File: src/sief_pkg.sv
// package of the system interrupt enable / flag bank: offsets, bit positions,
// reset values and the structs that carry grouped signals.
// assumes a 32-bit apb slave with an 8-bit byte address.
package sief_pkg;

  // apb address width
  localparam int unsigned ADDR_W = 8;

  // printed register offsets, kept as word indices
  localparam int unsigned REG_IDX_ENABLE_LOW  = 0;
  localparam int unsigned REG_IDX_ENABLE_HIGH = 1;
  localparam int unsigned REG_IDX_FLAG_LOW    = 2;
  localparam int unsigned REG_IDX_FLAG_HIGH   = 3;

  // byte addresses, one aligned word per register
  localparam logic [ADDR_W-1:0] ADDR_ENABLE_LOW  = ADDR_W'(REG_IDX_ENABLE_LOW * 4);
  localparam logic [ADDR_W-1:0] ADDR_ENABLE_HIGH = ADDR_W'(REG_IDX_ENABLE_HIGH * 4);
  localparam logic [ADDR_W-1:0] ADDR_FLAG_LOW    = ADDR_W'(REG_IDX_FLAG_LOW * 4);
  localparam logic [ADDR_W-1:0] ADDR_FLAG_HIGH   = ADDR_W'(REG_IDX_FLAG_HIGH * 4);
  localparam logic [ADDR_W-1:0] ADDR_IRQ_STATUS  = 8'h10;
  localparam logic [ADDR_W-1:0] ADDR_IRQ_MASK    = 8'h14;
  localparam logic [ADDR_W-1:0] ADDR_MODE_CTRL   = 8'h18;

  // enable register bit positions
  localparam int unsigned EN_WDOG_BIT  = 0;
  localparam int unsigned EN_OSC_BIT   = 1;
  localparam int unsigned EN_NMI_BIT   = 4;
  localparam int unsigned EN_FLASH_BIT = 5;

  // flag register bit positions
  localparam int unsigned FLAG_WDOG_BIT = 0;
  localparam int unsigned FLAG_OSC_BIT  = 1;
  localparam int unsigned FLAG_PWR_BIT  = 2;
  localparam int unsigned FLAG_EXT_BIT  = 3;
  localparam int unsigned FLAG_NMI_BIT  = 4;

  // implemented bits, reset values and power-up clear behaviour
  localparam logic [7:0] EN_IMPL_MASK     = 8'h33;
  localparam logic [7:0] EN_RESET         = 8'h00;
  localparam logic [7:0] FLAG_IMPL_MASK   = 8'h1f;
  localparam logic [7:0] FLAG_POR_VALUE   = 8'h06;
  localparam logic [7:0] FLAG_UPCLR_MASK  = 8'h12;
  localparam logic [7:0] FLAG_UPCLR_VALUE = 8'h02;

  // sticky event status bit positions
  localparam int unsigned ST_WDOG_BIT  = 0;
  localparam int unsigned ST_OSC_BIT   = 1;
  localparam int unsigned ST_EXT_BIT   = 2;
  localparam int unsigned ST_NMI_BIT   = 3;
  localparam int unsigned ST_FLASH_BIT = 4;
  localparam int unsigned N_EVENTS     = 5;
  localparam logic [N_EVENTS-1:0] ST_RESET   = 5'h00;
  localparam logic [N_EVENTS-1:0] MASK_RESET = 5'h00;

  // mode control bit positions
  localparam int unsigned MODE_WDOG_INTERVAL_BIT = 0;
  localparam int unsigned MODE_PIN_NMI_BIT       = 1;
  localparam logic [1:0]  MODE_RESET             = 2'h0;

  // system events arriving from neighbouring blocks
  typedef struct packed {
    logic wdog_overflow;
    logic wdog_interval_tick;
    logic key_violation;
    logic osc_fault;
    logic rst_pin_event;
    logic flash_viol_pending;
  } sief_evt_t;

  // per-source interrupt requests towards the cpu
  typedef struct packed {
    logic wdog;
    logic osc_fault;
    logic pin_nmi;
    logic flash_viol;
  } sief_irq_req_t;

  // register access decoded from the apb access phase
  typedef struct packed {
    logic              wr;
    logic [ADDR_W-1:0] addr;
    logic [31:0]       wdata;
  } sief_reg_acc_t;

endpackage : sief_pkg

File: src/sief_apb_front.sv
// apb slave front end: zero-wait access phase, read data captured in setup.
// assumes the owner supplies read data and a hit flag for the current paddr.
`timescale 1ns/1ns
module sief_apb_front (
  input  wire logic                       pclk,
  input  wire logic                       presetn,
  input  wire logic                       psel,
  input  wire logic                       penable,
  input  wire logic                       pwrite,
  input  wire logic [sief_pkg::ADDR_W-1:0] paddr,
  input  wire logic [31:0]                pwdata,
  input  wire logic [31:0]                rd_data,
  input  wire logic                       rd_hit,
  output logic                            pready,
  output logic                            pslverr,
  output logic [31:0]                     prdata,
  output sief_pkg::sief_reg_acc_t         acc
);

  typedef struct packed {
    logic [31:0] prdata;
    logic        miss;
  } sief_front_state_t;

  sief_front_state_t s;
  sief_front_state_t next_s;

  // capture read data and the decode result in the setup cycle
  always_comb begin
    next_s = s;
    if (psel && !penable) begin
      next_s.prdata = pwrite ? 32'h0 : rd_data;
      next_s.miss   = !rd_hit;
    end
  end

  always_ff @(posedge pclk or negedge presetn) begin
    if (!presetn) begin
      s <= '0;
    end else begin
      s <= next_s;
    end
  end

  // every access ends in its first access cycle
  assign pready    = 1'b1;
  assign pslverr   = psel && penable && s.miss;
  assign prdata    = s.prdata;
  assign acc.wr    = psel && penable && pwrite && !s.miss;
  assign acc.addr  = paddr;
  assign acc.wdata = pwdata;

endmodule : sief_apb_front

File: src/sief_bank.sv
// system interrupt enable and flag bank behind an apb slave.
// assumes presetn is the power-on reset and power_up_clear a one-cycle pulse
// from the reset logic; event inputs are synchronous one-cycle pulses except
// flash_viol_pending, which is a level held by the flash controller.
`timescale 1ns/1ns

module sief_bank (
  input  wire logic                        pclk,
  input  wire logic                        presetn,
  input  wire logic                        psel,
  input  wire logic                        penable,
  input  wire logic                        pwrite,
  input  wire logic [sief_pkg::ADDR_W-1:0] paddr,
  input  wire logic [31:0]                 pwdata,
  output logic                             pready,
  output logic                             pslverr,
  output logic [31:0]                      prdata,
  input  wire logic                        power_up_clear,
  input  wire sief_pkg::sief_evt_t         evt,
  output sief_pkg::sief_irq_req_t          irq_req,
  output logic                             wdog_interval_mode,
  output logic                             pin_nmi_mode,
  output logic                             irq
);

  // bank state: enables, flags and pin / watchdog mode selection
  typedef struct packed {
    logic [7:0] enable;
    logic [7:0] flag;
    logic [1:0] mode;
  } sief_bank_state_t;

  sief_bank_state_t        s;
  sief_bank_state_t        next_s;
  sief_pkg::sief_reg_acc_t acc;
  logic [31:0]             rd_data;
  logic                    rd_hit;
  logic [sief_pkg::N_EVENTS-1:0] ev_set;
  logic [sief_pkg::N_EVENTS-1:0] st_status;
  logic [sief_pkg::N_EVENTS-1:0] st_mask;
  logic                    interval;
  logic                    nmi_mode;
  logic                    wdog_set;
  logic                    ext_rst;
  logic                    nmi_evt;
  logic                    wr_enable;
  logic                    wr_flag;
  logic                    wr_mode;
  logic                    wr_status;
  logic                    wr_mask;

  // bus front end
  sief_apb_front u_front (
    .pclk    (pclk),
    .presetn (presetn),
    .psel    (psel),
    .penable (penable),
    .pwrite  (pwrite),
    .paddr   (paddr),
    .pwdata  (pwdata),
    .rd_data (rd_data),
    .rd_hit  (rd_hit),
    .pready  (pready),
    .pslverr (pslverr),
    .prdata  (prdata),
    .acc     (acc)
  );

  // write strobes per register
  assign wr_enable = acc.wr && (acc.addr == sief_pkg::ADDR_ENABLE_LOW);
  assign wr_flag   = acc.wr && (acc.addr == sief_pkg::ADDR_FLAG_LOW);
  assign wr_mode   = acc.wr && (acc.addr == sief_pkg::ADDR_MODE_CTRL);
  assign wr_status = acc.wr && (acc.addr == sief_pkg::ADDR_IRQ_STATUS);
  assign wr_mask   = acc.wr && (acc.addr == sief_pkg::ADDR_IRQ_MASK);

  // mode decode
  assign interval = s.mode[sief_pkg::MODE_WDOG_INTERVAL_BIT];
  assign nmi_mode = s.mode[sief_pkg::MODE_PIN_NMI_BIT];

  // event qualification by watchdog and pin mode
  assign wdog_set = (evt.wdog_overflow && !interval)
                  || evt.key_violation
                  || (evt.wdog_interval_tick && interval);
  assign ext_rst  = evt.rst_pin_event && !nmi_mode;
  assign nmi_evt  = evt.rst_pin_event && nmi_mode;

  // next state of enables, flags and mode
  always_comb begin
    next_s = s;
    // enables: only implemented positions store
    if (wr_enable) begin
      next_s.enable = acc.wdata[7:0] & sief_pkg::EN_IMPL_MASK;
    end
    if (power_up_clear) begin
      next_s.enable = sief_pkg::EN_RESET;
    end
    // flags: software writes, clearing by writing 0
    if (wr_flag) begin
      next_s.flag = acc.wdata[7:0] & sief_pkg::FLAG_IMPL_MASK;
    end
    // power-up clear touches only the plain-marked flag bits
    if (power_up_clear) begin
      next_s.flag = (next_s.flag & ~sief_pkg::FLAG_UPCLR_MASK)
                  | sief_pkg::FLAG_UPCLR_VALUE;
    end
    // a pin reset clears the watchdog flag before new events land
    if (ext_rst) begin
      next_s.flag[sief_pkg::FLAG_WDOG_BIT] = 1'b0;
    end
    // hardware sets win over any clear in the same cycle
    if (wdog_set) begin
      next_s.flag[sief_pkg::FLAG_WDOG_BIT] = 1'b1;
    end
    if (evt.osc_fault) begin
      next_s.flag[sief_pkg::FLAG_OSC_BIT] = 1'b1;
    end
    if (ext_rst) begin
      next_s.flag[sief_pkg::FLAG_EXT_BIT] = 1'b1;
    end
    if (nmi_evt) begin
      next_s.flag[sief_pkg::FLAG_NMI_BIT] = 1'b1;
    end
    // mode control
    if (wr_mode) begin
      next_s.mode = acc.wdata[1:0];
    end
    if (power_up_clear) begin
      next_s.mode = sief_pkg::MODE_RESET;
    end
  end

  // power-on reset loads every bit, bracketed ones included
  always_ff @(posedge pclk or negedge presetn) begin
    if (!presetn) begin
      s.enable <= sief_pkg::EN_RESET;
      s.flag   <= sief_pkg::FLAG_POR_VALUE;
      s.mode   <= sief_pkg::MODE_RESET;
    end else begin
      s <= next_s;
    end
  end

  // read decode, narrow registers in the low bits
  always_comb begin
    rd_data = 32'h0;
    rd_hit  = 1'b1;
    unique case (paddr)
      sief_pkg::ADDR_ENABLE_LOW:  rd_data = {24'h0, s.enable};
      sief_pkg::ADDR_ENABLE_HIGH: rd_data = 32'h0;
      sief_pkg::ADDR_FLAG_LOW:    rd_data = {24'h0, s.flag};
      sief_pkg::ADDR_FLAG_HIGH:   rd_data = 32'h0;
      sief_pkg::ADDR_IRQ_STATUS:  rd_data = {27'h0, st_status};
      sief_pkg::ADDR_IRQ_MASK:    rd_data = {27'h0, st_mask};
      sief_pkg::ADDR_MODE_CTRL:   rd_data = {30'h0, s.mode};
      default:                    rd_hit  = 1'b0;
    endcase
  end

  // osc and nmi requests stay up while flag and enable are both set; wdog also needs interval mode; flash_viol is pending level and enable
  assign irq_req.wdog       = s.flag[sief_pkg::FLAG_WDOG_BIT]
                            && s.enable[sief_pkg::EN_WDOG_BIT] && interval;
  assign irq_req.osc_fault  = s.flag[sief_pkg::FLAG_OSC_BIT]
                            && s.enable[sief_pkg::EN_OSC_BIT];
  assign irq_req.pin_nmi    = s.flag[sief_pkg::FLAG_NMI_BIT]
                            && s.enable[sief_pkg::EN_NMI_BIT];
  assign irq_req.flash_viol = evt.flash_viol_pending
                            && s.enable[sief_pkg::EN_FLASH_BIT];
  assign wdog_interval_mode = interval;
  assign pin_nmi_mode       = nmi_mode;

  // sticky event record for the summary interrupt
  always_comb begin
    ev_set                         = '0;
    ev_set[sief_pkg::ST_WDOG_BIT]  = wdog_set;
    ev_set[sief_pkg::ST_OSC_BIT]   = evt.osc_fault;
    ev_set[sief_pkg::ST_EXT_BIT]   = ext_rst;
    ev_set[sief_pkg::ST_NMI_BIT]   = nmi_evt;
    ev_set[sief_pkg::ST_FLASH_BIT] = evt.flash_viol_pending;
  end

  sief_sticky #(
    .W (sief_pkg::N_EVENTS)
  ) u_sticky (
    .pclk    (pclk),
    .presetn (presetn),
    .set     (ev_set),
    .clr_wr  (wr_status),
    .mask_wr (wr_mask),
    .wdata   (acc.wdata[sief_pkg::N_EVENTS-1:0]),
    .status  (st_status),
    .mask    (st_mask),
    .irq     (irq)
  );

endmodule : sief_bank

File: src/sief_sticky.sv
// sticky event status with write-one-to-clear, mask and one level interrupt.
// assumes set pulses and write strobes are synchronous to pclk.
`timescale 1ns/1ns
module sief_sticky #(
  parameter int unsigned W = 5
) (
  input  wire logic         pclk,
  input  wire logic         presetn,
  input  wire logic [W-1:0] set,
  input  wire logic         clr_wr,
  input  wire logic         mask_wr,
  input  wire logic [W-1:0] wdata,
  output logic [W-1:0]      status,
  output logic [W-1:0]      mask,
  output logic              irq
);

  typedef struct packed {
    logic [W-1:0] status;
    logic [W-1:0] mask;
  } sief_sticky_state_t;

  sief_sticky_state_t s;
  sief_sticky_state_t next_s;

  // a set in the clearing cycle wins over the clear
  always_comb begin
    next_s = s;
    if (clr_wr) begin
      next_s.status = s.status & ~wdata;
    end
    next_s.status = next_s.status | set;
    if (mask_wr) begin
      next_s.mask = wdata;
    end
  end

  always_ff @(posedge pclk or negedge presetn) begin
    if (!presetn) begin
      s <= '0;
    end else begin
      s <= next_s;
    end
  end

  assign status = s.status;
  assign mask   = s.mask;
  assign irq    = |(s.status & s.mask); // level while any unmasked bit stands

endmodule : sief_sticky

File: config.mk
export PLATFORM = sky130hd
export DESIGN_NAME = sief_bank
export DESIGN_NICKNAME = d
export VERILOG_FILES = /design/src/sief_pkg.sv /design/src/sief_apb_front.sv /design/src/sief_bank.sv /design/src/sief_sticky.sv
export SDC_FILE = /design/constraint.sdc
export NUM_CORES = 1
export LEC_CHECK = 0
export ABC_AREA = 0
export BUFFER_PORTS_ARGS = -buffer_cell sky130_fd_sc_hd__buf_2
export CAP_MARGIN = 20
export CORE_MARGIN = 4
export CORE_UTILIZATION = 49
export DETAILED_ROUTE_END_ITERATION = 12
export GPL_ROUTABILITY_DRIVEN = 0
export PLACE_DENSITY = 0.86
export SLEW_MARGIN = 0
export SYNTH_ARGS = -nofsm -noshare
export SYNTH_HDL_FRONTEND = slang
export SYNTH_SLANG_ARGS = --single-unit
File: constraint.sdc
create_clock -name pclk -period 3.5 [get_ports pclk]
set_clock_uncertainty 0.1 [all_clocks]
set_input_delay 0 -clock pclk [delete_from_list [all_inputs] [get_ports pclk]]
set_output_delay 0 -clock pclk [all_outputs]
set_load 0.05 [all_outputs]
**Yosys cells after proc, flatten, opt, wreduce, memory -nomap -nowiden**

Index checks and enable logic that the tools add are counted.

- Bitwise gates (word level): 4
- Mux-type cells: 15
- Reduce and logical (&&, ||, !) cells: 33
- Eq/ne operators: 6

Operators with widths:

| operator | count |
|---|---|
| one-hot mux 8 bit (5 select lines) | 1 |
| two-way mux 8 bit | 4 |
| == test 8 x 5 -> 1 bit, second input constant | 3 |
| logical AND 1 bit | 19 |
| == test 8 x 4 -> 1 bit, second input constant | 2 |
| AND 5 bit | 2 |
| two-way mux 5 bit | 2 |
| == test 8 x 3 -> 1 bit, second input constant | 1 |
| logical NOT 8 bit | 1 |
| OR reduction 7 bit | 1 |
| two-way mux 1 bit | 6 |
| nonzero test 3 bit | 2 |
| logical NOT 1 bit | 5 |
| NOT 5 bit | 1 |
| bitwise OR 5 bit | 1 |
| OR reduction 5 bit | 1 |
| two-way mux 2 bit | 2 |
| nonzero test 2 bit | 2 |
| logical OR 1 bit | 2 |

- Word-level logic and storage cells: 67
- Flip-flop bits (word level): 61

**Longest topological paths before layout**

- Depth after elaboration: 8
- Depth in mapped cells: 5

**By module**

Synthesis repeated with hierarchy kept, for this count alone.

- Cells, all modules: 301
- Area total of the unflattened synthesis: 3388.2 um^2

Modules (own cells, without submodules):

| module | times used | area each (um^2) | cells each |
|---|---|---|---|
| sief_apb_front | 1 | 2192.1 | 183 |
| sief_bank | 1 | 812.0 | 90 |
| sief_sticky | 1 | 384.1 | 28 |

**Least setup slack after synthesis**

OpenSTA, ideal clock, no wires.

- Kind: register to register
- Start: register u_front.s[0] (netlist name)
- End: register s (netlist bit pin_nmi_mode)
- Stages on the path, launching flop included: 5
- Period minus slack after synthesis: 1.692 ns
- Setup slack: 1.808 ns
- Arrival: 1.464 ns
- Required time: 3.272 ns
- Cells stage by stage: dfrtp_1 nand4b_2 or4_1 mux2i_1 nor2_1

- Word-level cells in the longest chain between the ends: 4

Ends and longest elaborated chain:

| element | RTL line | text |
|---|---|---|
| start, declared | sief_apb_front.sv:25 | `sief_front_state_t s;` |
| start signal, assigned | sief_apb_front.sv:41 | `s <= next_s;` |
| logical NOT 1 bit | sief_apb_front.sv:49 | `assign acc.wr = psel && penable && pwrite && !s.miss;` |
| logical AND 1 bit | sief_apb_front.sv:49 |  |
| logical AND 1 bit | sief_bank.sv:72 | `assign wr_mode = acc.wr && (acc.addr == sief_pkg::ADDR_MODE_CTRL);` |
| nonzero test 2 bit (no source line) | -- |  |
| end signal, assigned | sief_bank.sv:139 | `s <= next_s;` |
| end, declared | sief_bank.sv:33 | `sief_bank_state_t s;` |

Every way passes these cells.
A chain may end at the register's enable or synchronous reset.

**Final worst setup path**

- Start: register u_front.s[0] (netlist name)
- End: register s[3] (netlist name)

- Word-level cells in the longest chain between the ends: 4

Ends and longest elaborated chain:

| element | RTL line | text |
|---|---|---|
| logical NOT 1 bit | sief_apb_front.sv:49 |  |
| logical AND 1 bit | sief_apb_front.sv:49 |  |
| logical AND 1 bit | sief_bank.sv:71 | `assign wr_flag = acc.wr && (acc.addr == sief_pkg::ADDR_FLAG_LOW);` |
| nonzero test 3 bit (no source line) | -- |  |

Every way passes these cells.

==> metrics.yaml <==
vias: 1367
worstMarginPinSlew_ns: 0.616
post-synth-top-count-cell: "buf_4"
cp_cell_sequence: "nand4b_2, nor4b_4, mux2i_1, nand2_1, dlygate4sd3_1"
cp_top_family: "simple AND/OR/NAND/NOR gates"
fmax_mhz: 426
cts_tree: "built"
drv_slew: 0
synth_seq_cells: 28
relSlewSlack: 0.590
grt_use_total: 0.171
diodes: 0
vias_per_cell: 5.10
yosys-top-cells-count: "buf_4 (34), dfrtp_1 (26), mux2i_1 (15), nor2_1 (14), nand2_1 (11)"
postRouteWirelength_um: 3780
drc: 0
crit_type: "reg -> reg"
cts_sinks: 28
cts-root-buf: "clkbuf_4"
yosysWarnings: 0
core_area_um2: 3420
netlist_area_um2: 1760
core.rowCount: 21
clk_pin_slew_ns: 0.14
first_pass_iters: 4
grt_pass1_wl_um: 5920
wl_per_cell_um: 14.1
fin_crit_ns: 2.35
r2r_slack_ns: 1.15
drive_above_1_share: 0.230
preCtsSetupSlack_ns: 1.61
p_leak_uw: 0.000982
fin_ws_ns: 1.15
die_w_um: 68.0
port_buffers: 39
crit_path_max_fanout: 6
synth_area_leaders: "dfrtp_1 (37%), buf_4 (14%), mux2i_1 (8.5%)"
cts_buffer_depth: 2
power_density_nw_per_um2: 329
numCtsBuffers: 3
ioPinCount: 93
instances_no_fill: 268
synth_edf_count: 0
dpl.cell_count: 245
yosys_most_used_dff: "dfrtp_1"
drv_cap: 0
setup-violations-final: 0
fin_area_um2: 2060
clk_latency_ns: 0.34
ir_worst_vdd_mv: 0.307
status: "completed"
drt-initial-drc-count: 72
synth_cell_types: 42
cp-start-kind: "register"
antenna_found_initial: 0
hpwl_um: 2800
endpoint_kind: "register"
hp-class: "in -> reg"
async_flop_share: 1.00
yosysTopAreaCell: "dfrtp_1"
avgSynthCellArea_um2: 10.1
critPathMaxStageDelay_ns: 0.56
overflow: 0
grt_pass1_vias: 1277
start_util: 0.516
antenna_left: 0
synthCells: 175
crit_arrival_ns: 2.52
syn_to_final_growth_pct: 17.2
fin_crit_sh: 0.671
yosysTopAreaCellShare: 0.369
cts_htree_levels: 1
nets: 275
critPathBufInv: 1
fp.dieH_um: 68.0
synth_seq_area_share: 0.399
required_ns: 3.68
rsz0062_at_grt: "false"
grt_max_degree: 29
dieArea_um2: 4620
hold_viol_final: 0
finalSetupTns_ns: 0
crit_slowest_cell: "nor4b_4"
post_dp_cell_area_um2: 1820
cts.repair.resized: 0
==> flip-flops by register name, indices dropped and copies added (netlist names) <==
signal and flops:
u_front.s 1, u_front.prdata 6, wdog_interval_mode 1, pin_nmi_mode 1, u_sticky.mask 5, u_sticky.status 5
s 9
==> per-layer routing <==
metal	GRT usage	wire length, um	vias to the layer above	part of all wire
met2	0.282	1810	60	0.48
li1	-	-	648	-
met1	0.222	1600	649	0.42
met5	0	0	-	0
met4	0.0546	86	0	0.023
met3	0.0378	283	10	0.075
==> placed cells by master, fill, tap and decap left out, drive strengths merged, types with 3 or more instances in the layout <==
cell type / n
and2: 3
o21ai: 7
buf: 39
clkbuf: 3
mux2: 6
nand3b: 4
nand2: 11
dlygate4sd3: 19
mux2i: 15
nor2b: 4
nor2: 14
a21oi: 7
conb: 27
dfrtp: 26
a21o: 4
nand2b: 3
==> cell type report <==
cell class                 instances  area, um^2
clock buffer                       3        22.5
clock inverter                     1        30.0
fill                             285        1350
inverter                           1        3.75
multi-input combinational        131         862
sequential                        28         703
tap                               46        57.6
timing repair buffer              58         385
==> power breakdown <==
group / total, uW / switching, uW / internal, uW
combinational: 138 / 105 / 33.2
sequential: 329 / 2.04 / 327
clock: 214 / 97.7 / 116
==> path summary, 6_finish.rpt <==
check | from | to | depth (start not counted)
worst max-delay path | u_front.s[0] | s[3] | 5
min in group asynchronous | presetn | s[6] | 2
worst max register to register | u_front.s[0] | s[3] | 5
worst min register to register | u_front.prdata[4] | u_front.prdata[4] | 2
max in group asynchronous | presetn | u_front.prdata[4] | 2
worst min-delay path | paddr[3] | u_front.s[0] | 3
==> cell families after synthesis <==
family,synth area share
simple gates,0.197
flops,0.399
other cells,0.00426
compound gates,0.111
buf+inv,0.165
mux,0.124
==> timing repair <==
item                      in CTS  in global routing
hold endpoints to repair      52                  0
setup buffers                  0                  0
hold buffers                  19                  0
==> worst reg2reg max path, stage by stage (launching register included) <==
cell,delay (ns)
dfrtp_1,0.41
nand4b_2,0.35
nor4b_4,0.56
mux2i_1,0.24
nand2_1,0.07
dlygate4sd3_1,0.56
==> per-stage QoR <==
step	hold WS [ns]	power [uW]	utilization
floorplan	-0.396	456	-
global placement	-0.0568	458	0.533
detailed placement	-0.0535	459	0.533
CTS	0.00676	680	0.604
global route	0.0199	706	0.604
finish	0.0123	680	0.604
(Power assumes the default switching activity.)
